<file path="src/ahj_pkg.sv">
// Purpose: shared constants and types for the alarm history and jog panel logic
// Assumes: 32-bit AXI4-Lite register access, one 10 MHz clock
// Notes: alarm codes are kept as two hex digits of the displayed code
package ahj_pkg;
  // history geometry
  localparam int HIST_DEPTH = 10;
  localparam int CODE_W = 8;
  localparam int CONST_W = 16;
  // byte offsets of the register map
  localparam logic [7:0] OFS_FUNC_SEL = 8'h00;
  localparam logic [7:0] OFS_FUNC_CTRL = 8'h04;
  localparam logic [7:0] OFS_JOG_SPEED = 8'h08;
  localparam logic [7:0] OFS_TORQUE_LVL = 8'h0c;
  localparam logic [7:0] OFS_SPEED_LVL = 8'h10;
  localparam logic [7:0] OFS_ACCEL_LVL = 8'h14;
  localparam logic [7:0] OFS_ERR_LVL = 8'h18;
  localparam logic [7:0] OFS_RIGIDITY = 8'h1c;
  localparam logic [7:0] OFS_SPD_GAIN = 8'h20;
  localparam logic [7:0] OFS_SPD_INTEG = 8'h24;
  localparam logic [7:0] OFS_POS_GAIN = 8'h28;
  localparam logic [7:0] OFS_STATUS = 8'h2c;
  localparam logic [7:0] OFS_CMD = 8'h30;
  localparam logic [7:0] OFS_HIST0 = 8'h40;
  // function select values
  localparam logic [7:0] FSEL_JOG = 8'h00;
  localparam logic [7:0] FSEL_HIST_CLR = 8'h06;
  localparam logic [7:0] FSEL_RESET = 8'h00;
  // function control fields: mode switch select bits c/d, position disable bit b
  localparam int FCTRL_MS_LO = 12;
  localparam int FCTRL_MS_HI = 13;
  localparam int FCTRL_POS_DIS = 11;
  localparam logic [15:0] FCTRL_RESET = 16'h0000;
  // constant defaults and limits
  localparam logic [15:0] JOG_SPEED_RESET = 16'h01f4; // 500 r/min
  localparam logic [15:0] ACCEL_LVL_MAX = 16'h0bb8; // 3000
  localparam logic [15:0] ERR_LVL_MAX = 16'h2710; // 10000
  localparam logic [15:0] LVL_RESET = 16'h0000;
  localparam logic [2:0] RIGID_MIN = 3'h1;
  localparam logic [2:0] RIGID_MAX = 3'h7; // seven levels
  localparam logic [2:0] RIGID_RESET = 3'h4;
  // alarm codes
  localparam logic [7:0] ALM_NONE = 8'h99;
  localparam logic [7:0] ALM_LINK_ERR_ONE = 8'hf0;
  localparam logic [7:0] ALM_LINK_ERR_TWO = 8'hf1;
  localparam logic [7:0] ALM_ABS_DATA = 8'h00;
  localparam logic [7:0] ALM_CONST_BREAK = 8'h02;
  localparam logic [7:0] ALM_CONST_SET = 8'h04;
  localparam logic [7:0] ALM_OVERCURRENT = 8'h10;
  localparam logic [7:0] ALM_POS_ERR_OVF = 8'h31;
  localparam logic [7:0] ALM_OVERVOLTAGE = 8'h40;
  localparam logic [7:0] ALM_OVERSPEED = 8'h51;
  localparam logic [7:0] ALM_OVERLOAD = 8'h70;
  localparam logic [7:0] ALM_REF_READ = 8'hb1;
  localparam logic [7:0] ALM_OVERRUN = 8'hc1;
  localparam logic [7:0] ALM_POWER_LOSS = 8'hf3;
  // axi responses
  localparam logic [1:0] RESP_OKAY = 2'b00;
  localparam logic [1:0] RESP_SLVERR = 2'b10;
  // mode switch quantity select
  localparam logic [1:0] MS_TORQUE = 2'b00;
  localparam logic [1:0] MS_SPEED = 2'b01;
  localparam logic [1:0] MS_ACCEL = 2'b10;
  localparam logic [1:0] MS_ERR = 2'b11;
  // constant numbers walked on the panel
  localparam logic [1:0] CNUM_FSEL = 2'b00;
  localparam logic [1:0] CNUM_LAST = 2'b10;

  typedef enum logic [1:0] {
    PM_SET = 2'b00,
    PM_DATA = 2'b01,
    PM_JOG = 2'b10,
    PM_HIST = 2'b11
  } ahj_pmode_t;

  // keypad pins: up, down, servo toggle, mode, enter
  typedef struct packed {
    logic up;
    logic down;
    logic servo;
    logic mode;
    logic enter;
  } ahj_keys_t;

  // quantities from the servo core for the mode switch
  typedef struct packed {
    logic [15:0] torque;
    logic [15:0] speed;
    logic [15:0] accel;
    logic [15:0] err;
  } ahj_msq_t;
endpackage

</file>
<file path="src/ahj_panel.sv">
// Purpose: alarm history, keypad jog control, autotune constants, mode switch
// Assumes: keys and proportional_mode_input arrive as raw pins; core signals on clk_i
// Notes: registers over AXI4-Lite, one write and one read in flight
// Summary of operation
// keep up to ten past alarm codes
// position zero newest, larger positions older
// alarm reset and drive power keep history; rst_b_i reset refills it with no-alarm codes
// history-clear function or a CMD register write with bit 1 set erases history
// history view: up/down step shown position
// log all listed drive alarm classes
// no-alarm code fills empty entries
// keypad link errors never enter history
// confirmed 00 enters jog; forced 00 at power-up
// setting mode first shows function select constant
// servo key toggles servo on and off
// up forward, down reverse while held
// leaving jog ends keypad motor control
// jog speed from constant, default 500
// autotune writes loop gain constants
// rigidity limited to seven levels
// host keeps proportional input off for tuning
// mode switch forces P above level
// select bits disable mode switch
// accel level max 3000, error max 10000
// two bits select compared quantity
// full history shifts and drops oldest
//
// The address map and the AXI4-Lite register port were decided locally.
module ahj_panel
  import ahj_pkg::*;
#(
  parameter bit POS_VARIANT = 1'b0,
  parameter logic [15:0] SPD_GAIN_RESET = 16'h0028,
  parameter logic [15:0] SPD_INTEG_RESET = 16'h0014,
  parameter logic [15:0] POS_GAIN_RESET = 16'h0028
) (
  input wire logic clk_i,
  input wire logic rst_b_i,
  // axi4-lite slave
  input wire logic [7:0] s_axi_awaddr,
  input wire logic s_axi_awvalid,
  output logic s_axi_awready,
  input wire logic [31:0] s_axi_wdata,
  input wire logic [3:0] s_axi_wstrb,
  input wire logic s_axi_wvalid,
  output logic s_axi_wready,
  output logic [1:0] s_axi_bresp,
  output logic s_axi_bvalid,
  input wire logic s_axi_bready,
  input wire logic [7:0] s_axi_araddr,
  input wire logic s_axi_arvalid,
  output logic s_axi_arready,
  output logic [31:0] s_axi_rdata,
  output logic [1:0] s_axi_rresp,
  output logic s_axi_rvalid,
  input wire logic s_axi_rready,
  // keypad and display
  input wire ahj_keys_t keys_i,
  output ahj_pmode_t disp_mode_o,
  output logic [3:0] disp_index_o,
  output logic [15:0] disp_data_o,
  // servo core
  input wire logic alarm_i,
  input wire logic [7:0] alarm_code_i,
  input wire logic alarm_reset_i,
  input wire logic proportional_mode_input_i,
  input wire ahj_msq_t msq_i,
  input wire logic tune_done_i,
  input wire logic [15:0] tune_spd_gain_i,
  input wire logic [15:0] tune_spd_integ_i,
  input wire logic [15:0] tune_pos_gain_i,
  output logic keypad_ctrl_o,
  output logic servo_on_o,
  output logic jog_fwd_o,
  output logic jog_rev_o,
  output logic [15:0] jog_speed_setting_o,
  output logic p_control_o,
  output logic tune_start_o,
  output logic [2:0] rigidity_o,
  output logic [15:0] speed_loop_gain_constant_o,
  output logic [15:0] speed_integral_time_constant_o,
  output logic [15:0] position_loop_gain_constant_o
);
  typedef struct packed {
    ahj_keys_t key_m;
    ahj_keys_t key_s;
    ahj_keys_t key_d;
    logic pmi_m;
    logic pmi_s;
    ahj_pmode_t pmode;
    logic [1:0] cnum;
    logic [3:0] hpos;
    logic [7:0] edit;
    logic [7:0] fsel;
    logic [15:0] fctrl;
    logic [15:0] jog_spd;
    logic [3:0][15:0] lvl;
    logic [2:0] rigid;
    logic [15:0] spd_gain;
    logic [15:0] spd_integ;
    logic [15:0] pos_gain;
    logic servo_on;
    logic tune_busy;
    logic tune_start;
    logic [7:0] cur_alarm;
    logic [HIST_DEPTH-1:0][7:0] hist;
    logic [3:0] hcnt;
    logic aw_full;
    logic [7:0] awaddr;
    logic w_full;
    logic [31:0] wdata;
    logic [3:0] wstrb;
    logic bvalid;
    logic [1:0] bresp;
    logic rvalid;
    logic [31:0] rdata;
    logic [1:0] rresp;
  } ahj_state_t;
  ahj_state_t r;
  ahj_state_t next_r;
  // byte-lane merge of a write into a 32-bit image
  function automatic logic [31:0] merge(input logic [31:0] old, input logic [31:0] wd,
                                        input logic [3:0] st);
    logic [31:0] res;
    res = old;
    for (int i = 0; i < 4; i++) begin
      if (st[i]) res[i*8 +: 8] = wd[i*8 +: 8];
    end
    return res;
  endfunction
  // clamp a level write to its ceiling
  function automatic logic [15:0] clamp(input logic [15:0] v, input logic [15:0] lim);
    return (v > lim) ? lim : v;
  endfunction
  logic ms_disabled;
  logic [15:0] ms_qty;
  logic [15:0] ms_lvl;
  ahj_keys_t key_rise;
  logic [7:0] waddr;
  logic [31:0] wimg;
  logic [15:0] wlo;
  logic [2:0] wrig;
  logic hist_clear;
  logic [3:0] hidx;
  // mode switch qualification, disable depends on the variant
  always_comb begin
    ms_disabled = POS_VARIANT ? r.fctrl[FCTRL_POS_DIS]
                : (r.fctrl[FCTRL_MS_HI] & r.fctrl[FCTRL_MS_LO]);
    unique case (r.fctrl[FCTRL_MS_HI:FCTRL_MS_LO])
      MS_TORQUE: ms_qty = msq_i.torque;
      MS_SPEED: ms_qty = msq_i.speed;
      MS_ACCEL: ms_qty = msq_i.accel;
      MS_ERR: ms_qty = msq_i.err;
    endcase
    ms_lvl = r.lvl[r.fctrl[FCTRL_MS_HI:FCTRL_MS_LO]];
  end
  // keys act on the press edge of the synchronised level
  assign key_rise = r.key_s & ~r.key_d;
  assign waddr = r.awaddr;
  assign hidx = 4'((waddr - OFS_HIST0) >> 2);
  always_comb begin
    next_r = r;
    next_r.key_m = keys_i;
    next_r.key_s = r.key_m;
    next_r.key_d = r.key_s;
    next_r.pmi_m = proportional_mode_input_i;
    next_r.pmi_s = r.pmi_m;
    next_r.tune_start = 1'b0;
    hist_clear = 1'b0;
    wimg = 32'h0000_0000;
    wlo = 16'h0000;
    wrig = RIGID_RESET;
    // keypad panel sequencing
    unique case (r.pmode)
      PM_SET: begin
        if (key_rise.mode) begin
          next_r.pmode = PM_HIST;
          next_r.hpos = 4'h0;
        end else if (key_rise.enter) begin
          next_r.pmode = PM_DATA;
          next_r.edit = r.fsel;
        end else if (key_rise.up && r.cnum != CNUM_LAST) next_r.cnum = r.cnum + 2'h1;
        else if (key_rise.down && r.cnum != CNUM_FSEL) next_r.cnum = r.cnum - 2'h1;
      end
      PM_DATA: begin
        if (key_rise.enter) begin
          next_r.pmode = PM_SET;
          if (r.cnum == CNUM_FSEL) begin
            next_r.fsel = r.edit;
            if (r.edit == FSEL_JOG) next_r.pmode = PM_JOG;
            hist_clear = (r.edit == FSEL_HIST_CLR);
          end
        end else if (key_rise.up && r.cnum == CNUM_FSEL) next_r.edit = r.edit + 8'h01;
        else if (key_rise.down && r.cnum == CNUM_FSEL) next_r.edit = r.edit - 8'h01;
      end
      PM_JOG: begin
        if (key_rise.enter) begin
          next_r.pmode = PM_SET;
          next_r.servo_on = 1'b0;
        end else if (key_rise.servo) next_r.servo_on = ~r.servo_on;
      end
      PM_HIST: begin
        if (key_rise.mode) begin
          next_r.pmode = PM_SET;
        end else if (key_rise.up && r.hpos != 4'(HIST_DEPTH - 1)) begin
          next_r.hpos = r.hpos + 4'h1;
        end else if (key_rise.down && r.hpos != 4'h0) begin
          next_r.hpos = r.hpos - 4'h1;
        end
      end
    endcase
    // alarm reporting; history ignores alarm reset on purpose
    if (alarm_reset_i) next_r.cur_alarm = ALM_NONE;
    if (alarm_i) begin
      next_r.cur_alarm = alarm_code_i;
      if (alarm_code_i != ALM_LINK_ERR_ONE && alarm_code_i != ALM_LINK_ERR_TWO) begin
        // newest at zero, everything ages by one, oldest falls off
        next_r.hist = {r.hist[HIST_DEPTH-2:0], alarm_code_i};
        if (r.hcnt != 4'(HIST_DEPTH)) next_r.hcnt = r.hcnt + 4'h1;
      end
    end
    // autotune completion loads the loop constants and drops the servo
    if (tune_done_i && r.tune_busy) begin
      next_r.tune_busy = 1'b0;
      next_r.servo_on = 1'b0;
      next_r.spd_gain = tune_spd_gain_i;
      next_r.spd_integ = tune_spd_integ_i;
      if (POS_VARIANT) next_r.pos_gain = tune_pos_gain_i;
    end
    // axi write: address and data taken in either order
    if (s_axi_awvalid && !r.aw_full) begin
      next_r.aw_full = 1'b1;
      next_r.awaddr = s_axi_awaddr;
    end
    if (s_axi_wvalid && !r.w_full) begin
      next_r.w_full = 1'b1;
      next_r.wdata = s_axi_wdata;
      next_r.wstrb = s_axi_wstrb;
    end
    if (r.aw_full && r.w_full && !r.bvalid) begin
      next_r.aw_full = 1'b0;
      next_r.w_full = 1'b0;
      next_r.bvalid = 1'b1;
      next_r.bresp = RESP_OKAY;
      wimg = merge(32'h0000_0000, r.wdata, r.wstrb);
      wlo = wimg[15:0];
      unique case (waddr)
        OFS_FUNC_SEL: next_r.fsel = 8'(merge({24'h000000, r.fsel}, r.wdata, r.wstrb));
        OFS_FUNC_CTRL: next_r.fctrl = 16'(merge({16'h0000, r.fctrl}, r.wdata, r.wstrb));
        OFS_JOG_SPEED: next_r.jog_spd = 16'(merge({16'h0000, r.jog_spd}, r.wdata, r.wstrb));
        OFS_TORQUE_LVL: next_r.lvl[MS_TORQUE] = wlo;
        OFS_SPEED_LVL: next_r.lvl[MS_SPEED] = wlo;
        OFS_ACCEL_LVL: next_r.lvl[MS_ACCEL] = clamp(wlo, ACCEL_LVL_MAX);
        OFS_ERR_LVL: next_r.lvl[MS_ERR] = clamp(wlo, ERR_LVL_MAX);
        OFS_RIGIDITY: begin
          wrig = wimg[2:0];
          next_r.rigid = (wrig < RIGID_MIN) ? RIGID_MIN : wrig;
        end
        OFS_SPD_GAIN: next_r.spd_gain = wlo;
        OFS_SPD_INTEG: next_r.spd_integ = wlo;
        OFS_POS_GAIN: next_r.pos_gain = wlo;
        OFS_CMD: begin
          // start refused while the proportional input is active
          if (wimg[0] && !r.tune_busy && !r.pmi_s) begin
            next_r.tune_busy = 1'b1;
            next_r.tune_start = 1'b1;
          end
          hist_clear = hist_clear | wimg[1];
        end
        OFS_STATUS: ;
        default: begin
          if (!(waddr >= OFS_HIST0 && hidx < 4'(HIST_DEPTH) && waddr[1:0] == 2'b00)) begin
            next_r.bresp = RESP_SLVERR;
          end
        end
      endcase
    end
    if (r.bvalid && s_axi_bready) next_r.bvalid = 1'b0;
    // clear wins over a same-cycle alarm: the operator asked for an empty log
    if (hist_clear) begin
      next_r.hist = {HIST_DEPTH{ALM_NONE}};
      next_r.hcnt = 4'h0;
    end
    // axi read
    if (s_axi_arvalid && !r.rvalid) begin
      next_r.rvalid = 1'b1;
      next_r.rresp = RESP_OKAY;
      next_r.rdata = 32'h0000_0000;
      unique case (s_axi_araddr)
        OFS_FUNC_SEL: next_r.rdata[7:0] = r.fsel;
        OFS_FUNC_CTRL: next_r.rdata[15:0] = r.fctrl;
        OFS_JOG_SPEED: next_r.rdata[15:0] = r.jog_spd;
        OFS_TORQUE_LVL: next_r.rdata[15:0] = r.lvl[MS_TORQUE];
        OFS_SPEED_LVL: next_r.rdata[15:0] = r.lvl[MS_SPEED];
        OFS_ACCEL_LVL: next_r.rdata[15:0] = r.lvl[MS_ACCEL];
        OFS_ERR_LVL: next_r.rdata[15:0] = r.lvl[MS_ERR];
        OFS_RIGIDITY: next_r.rdata[2:0] = r.rigid;
        OFS_SPD_GAIN: next_r.rdata[15:0] = r.spd_gain;
        OFS_SPD_INTEG: next_r.rdata[15:0] = r.spd_integ;
        OFS_POS_GAIN: next_r.rdata[15:0] = r.pos_gain;
        OFS_STATUS: next_r.rdata = {8'h00, r.cur_alarm, r.hcnt, r.hpos, 1'b0, p_control_o,
                                    r.tune_busy, r.servo_on, jog_fwd_o, jog_rev_o, r.pmode};
        OFS_CMD: ;
        default: begin
          if (s_axi_araddr >= OFS_HIST0 && s_axi_araddr[1:0] == 2'b00
              && 4'((s_axi_araddr - OFS_HIST0) >> 2) < 4'(HIST_DEPTH)) begin
            // entry tagged with its position in bits 11:8
            next_r.rdata[11:0] = {4'((s_axi_araddr - OFS_HIST0) >> 2),
                                  r.hist[4'((s_axi_araddr - OFS_HIST0) >> 2)]};
          end else begin
            next_r.rresp = RESP_SLVERR;
          end
        end
      endcase
    end else if (r.rvalid && s_axi_rready) next_r.rvalid = 1'b0;
  end
  // single state register; everything comes back to power-on values
  always_ff @(posedge clk_i or negedge rst_b_i) begin
    if (!rst_b_i) begin
      r <= '0;
      r.pmode <= PM_SET;
      r.cnum <= CNUM_FSEL;
      r.fsel <= FSEL_RESET;
      r.fctrl <= FCTRL_RESET;
      r.jog_spd <= JOG_SPEED_RESET;
      r.lvl <= {4{LVL_RESET}};
      r.rigid <= RIGID_RESET;
      r.spd_gain <= SPD_GAIN_RESET;
      r.spd_integ <= SPD_INTEG_RESET;
      r.pos_gain <= POS_GAIN_RESET;
      r.cur_alarm <= ALM_NONE;
      r.hist <= {HIST_DEPTH{ALM_NONE}};
      r.bresp <= RESP_OKAY;
      r.rresp <= RESP_OKAY;
    end else begin
      r <= next_r;
    end
  end
  // bus handshakes
  assign s_axi_awready = ~r.aw_full;
  assign s_axi_wready = ~r.w_full;
  assign s_axi_bvalid = r.bvalid;
  assign s_axi_bresp = r.bresp;
  assign s_axi_arready = ~r.rvalid;
  assign s_axi_rvalid = r.rvalid;
  assign s_axi_rdata = r.rdata;
  assign s_axi_rresp = r.rresp;
  // motor commands only while the panel owns the drive
  assign keypad_ctrl_o = (r.pmode == PM_JOG);
  assign servo_on_o = r.servo_on;
  assign jog_fwd_o = keypad_ctrl_o & r.servo_on & r.key_s.up & ~r.key_s.down;
  assign jog_rev_o = keypad_ctrl_o & r.servo_on & r.key_s.down & ~r.key_s.up;
  assign jog_speed_setting_o = r.jog_spd;
  // level compare is combinational so the loop switches without a cycle of lag
  assign p_control_o = r.pmi_s | (~ms_disabled & (ms_qty > ms_lvl));
  assign tune_start_o = r.tune_start;
  assign rigidity_o = r.rigid;
  assign speed_loop_gain_constant_o = r.spd_gain;
  assign speed_integral_time_constant_o = r.spd_integ;
  assign position_loop_gain_constant_o = r.pos_gain;
  // display: constant number, edited data, jog speed, or history entry
  assign disp_mode_o = r.pmode;
  assign disp_index_o = (r.pmode == PM_HIST) ? r.hpos : {2'b00, r.cnum};
  assign disp_data_o = (r.pmode == PM_HIST) ? {8'h00, r.hist[r.hpos]}
                     : (r.pmode == PM_DATA) ? {8'h00, r.edit}
                     : (r.pmode == PM_JOG) ? r.jog_spd : {8'h00, r.fsel};
endmodule

</file>
<file path="config.mk">
export PLATFORM = sky130hd
export DESIGN_NAME = ahj_panel
export DESIGN_NICKNAME = d
export VERILOG_FILES = /design/src/ahj_pkg.sv /design/src/ahj_panel.sv
export SDC_FILE = /design/constraint.sdc
export NUM_CORES = 1
export LEC_CHECK = 0
export BUFFER_PORTS_ARGS = -buffer_cell sky130_fd_sc_hd__buf_2
export CORE_AREA = 2 2 179 181
export CTS_CLUSTER_DIAMETER = 200
export DETAILED_ROUTE_END_ITERATION = 10
export DIE_AREA = 0 0 181 183
export PLACE_DENSITY = 0.88
export SYNTH_ARGS = -nofsm -noshare
export SYNTH_HDL_FRONTEND = slang
export SYNTH_SLANG_ARGS = --single-unit
</file>
<file path="constraint.sdc">
create_clock -name clk_i -period 9.9 [get_ports clk_i]
set_clock_uncertainty 0.2 [all_clocks]
set_input_delay 1.485 -clock clk_i [delete_from_list [all_inputs] [get_ports clk_i]]
set_output_delay 1.485 -clock clk_i [all_outputs]
set_load 0.02 [all_outputs]
</file>
==> impl_metrics.csv <==
group,metric,value,unit
detailed_routing,drt-pass1-iter-count,8,
finish,final_area,0.0211,sq mm
detailed_routing,antenna_left,0,
sta,setup_ws,3.96,ns
detailed_routing,met2RoutedLength,27.9,mm
finish,final_util,0.675,
cts,clk_path_buf_depth,3,
cts,clockRootBuffer,"clkbuf_16",
global_route,grt_pass1_vias,16100,
power_and_ir_drop,switching_share,0.393,
floorplanning,initial_core_util,0.610,
placement,gp_congestion,0.983,
cts,numCtsBuffers,37,
synth,ys_seq_area_frac,0.449,
detailed_routing,met3WireLength,7.40,mm
floorplanning,die-area,0.0331,sq mm
global_route,antenna_found_initial,3,
detailed_routing,first_iter_violations,2329,
sta,fin_setup_tns,0,ns
detailed_routing,wl,62.1,mm
finish,drive_gt1_frac,0.285,
sta,worst_pin_slew,1.23,ns
finish,syn2layout_area_growth,10.6,%
finish,final_cell_mix,"nand2_1, dfrtp_1, buf_2",
critical_path,required,8.22,ns
cts,ctsResizeCount,0,
synth,synth-edff-count,0,
cts,cts_tree,"yes",
synth,ys_ff_latch,339,
synth,yosys_warnings,0,
detailed_routing,num_vias,17000,
floorplanning,die_w,181,microns
floorplanning,rows,65,
floorplanning,core_area,0.0312,sq mm
synth,synth.avg_cell_area,9.90,sq um
floorplanning,die_h,183,microns
cts,clock_latency,0.53,ns
global_route,globalRouteOverflowTotal,0,
critical_path,crit_chain,"buf_4, mux4_2, ha_1, and4_1, and3_1, a221oi_1, nand3_1, a21o_1, buf_2",
detailed_routing,routed_via_density,6.88,
cts,clk_pin_slew,0.06,ns
sta,fmax,0.168,GHz
sta,timing.hold.ws,0.156,ns
job,max-cap-violations,0,
finish,fillers,2357,
detailed_routing,drt-wirelength-per-cell,25.1,microns
cts,htree_levels,2,
power_and_ir_drop,p_leak,9.52,nW
detailed_routing,drc_errors,0,
critical_path,slowest_stage,"dfrtp_1",
run_status,status,"finished clean",
sta,finalSetupViolCount,0,
critical_path,crit_type,"register to output port",
finish,final_common_cell,"nand2_1",
power_and_ir_drop,pwr-share-clk,0.257,
synth,async_flop_share,1.00,
power_and_ir_drop,pwr-share-comb,0.320,
power_and_ir_drop,ir_drop,211,uV
placement,io_buffers,279,
sta,slew_headroom,0.175,
global_route,grt_pass1_wl,93.8,mm
global_route,grt_usage,0.368,
critical_path,cp_max_fo,22,
finish,nNetsFinal,2257,
critical_path,slowest_delay,0.85,ns
sta,final_max_slew_viol_count,0,
synth,synthesis.area,0.0191,sq mm
critical_path,crit_arrival,4.26,ns
synth,ys.flop_type,"dfrtp_1",
power_and_ir_drop,seqPwrFrac,0.423,
placement,dp_hpwl,42.6,mm
critical_path,crit_path_end_kind,"output port",
floorplanning,io-pin-count,324,
synth,synth_cell_types,75,
global_route,grt_max_degree,102,
power_and_ir_drop,p_int,3.17,mW
power_and_ir_drop,powerDensity,248,mW/mm^2
detailed_routing,top_layer_used,"met4",
critical_path,cp_num_buf_inv,2,
cts,postCtsSetupBuffers,0,
cts,ctsHoldBuffers,0,
critical_path,path_delay_family,"flip-flops",
power_and_ir_drop,p_total,5.23,mW
sta,fin_crit_sh,0.600,
min_path,min_path_type,"register to register",
finish,layout.cells.non_filler,2475,
cts,clock-sinks,339,
detailed_routing,wl_met1,22.7,mm
synth,synth_cells,1924,
placement,dp_worst_setup_slack,4.51,ns
sta,rsz0062_at_grt,"false",
sta,fin_crit,5.94,ns
placement,dpl_cell_area,0.0199,sq mm
placement,placed_cells,2404,
critical_path,start_kind,"register",
power_and_ir_drop,power_switching,2.06,mW
sta,report.final.hold_viol_count,0,
==> path summary, 6_finish.rpt <==
| check | from | to | slack (ns) | depth (start not counted) |
|---|---|---|---|---|
| max reg2reg | r[323]$_DFFE_PN0P_ | s_axi_rdata[6]$_DFFE_PN0P_ | 5.79 | 9 |
| min | next_r[358]$_DFF_PN0_ | next_r[353]$_DFF_PN0_ | 0.16 | 0 |
| min in group asynchronous | rst_b_i | next_r[358]$_DFF_PN0_ | 0.79 | 1 |
| min reg2reg | next_r[358]$_DFF_PN0_ | next_r[353]$_DFF_PN0_ | 0.16 | 0 |
| max in group asynchronous | rst_b_i | r[325]$_DFFE_PN0P_ | 7.08 | 2 |
| max | r[323]$_DFFE_PN0P_ | p_control_o | 3.96 | 9 |
==> kinds of logic (layout without fill, tap and decap cells) <==
| family | count (synthesis) | after routing | share of synthesized area |
|---|---|---|---|
| xor+xnor | 10 | 10 | 0.00460 |
| buf+inv | 280 | 417 | 0.0783 |
| mux | 203 | 203 | 0.155 |
| simple gates | 627 | 627 | 0.149 |
| flops | 339 | 339 | 0.449 |
| other cells | 1 | 13 | 0.000197 |
| compound gates | 436 | 436 | 0.145 |
| fa+ha+maj | 28 | 28 | 0.0192 |
==> flip-flops by register name, indices dropped and copies added (netlist names) <==
register                        cells
disp_mode_o                         2
jog_speed_setting_o                16
next_r                             11
position_loop_gain_constant_o      16
r                                 221
rigidity_o                          3
s_axi_bresp                         1
s_axi_bvalid                        1
s_axi_rdata                        24
s_axi_rresp                         1
s_axi_rvalid                        1
servo_on_o                          1
speed_integral_time_constant_o     16
speed_loop_gain_constant_o         16
tune_start_o                        1
waddr                               8
==> cells in the mapped netlist (13+ instances only) <==
cell | number | share of area
nand2_1 | 302 | 0.059
dfrtp_1 | 282 | 0.37
o21ai_0 | 141 | 0.037
nand3_1 | 118 | 0.031
a21oi_1 | 111 | 0.029
buf_4 | 107 | 0.042
mux2_2 | 93 | 0.055
nor2_1 | 92 | 0.018
clkbuf_1 | 90 | 0.018
mux4_2 | 64 | 0.076
dfstp_2 | 57 | 0.079
mux2i_1 | 46 | 0.024
inv_1 | 44 | 0.0087
a22oi_1 | 32 | 0.013
ha_1 | 26 | 0.017
buf_2 | 25 | 0.0066
and2_1 | 21 | 0.0069
nor2b_1 | 19 | 0.0062
a22o_1 | 15 | 0.0069
a31oi_1 | 13 | 0.0043
buf_1 | 13 | 0.0026
==> per-layer routing <==
metal	vias up	global-route usage
li1	7056	-
met1	8286	0.483
met2	1376	0.557
met3	317	0.0999
met4	0	0.215
met5	-	0
==> power by group through the flow <==
stage,Combinational (mW),Clock (mW),Sequential (mW)
3_3_place_gp,1.57,0,2.17
4_1_cts,1.64,1.34,2.18
3_5_place_dp,1.63,0,2.19
5_1_grt,1.79,1.41,2.23
6_report,1.67,1.34,2.21
2_1_floorplan,1.32,0,1.94
==> final cells by class <==
type	count	area (sq um)	area share
Antenna cell	3	7.51	0.000356
Clock buffer	66	1150	0.0545
Clock inverter	2	13.8	0.000653
Inverter	44	165	0.00784
Multi-Input combinational cell	1314	9070	0.431
Sequential cell	339	8560	0.406
Tap cell	402	503	0.0239
Timing Repair Buffer	305	1600	0.0761
(Power assumes the default switching activity.)
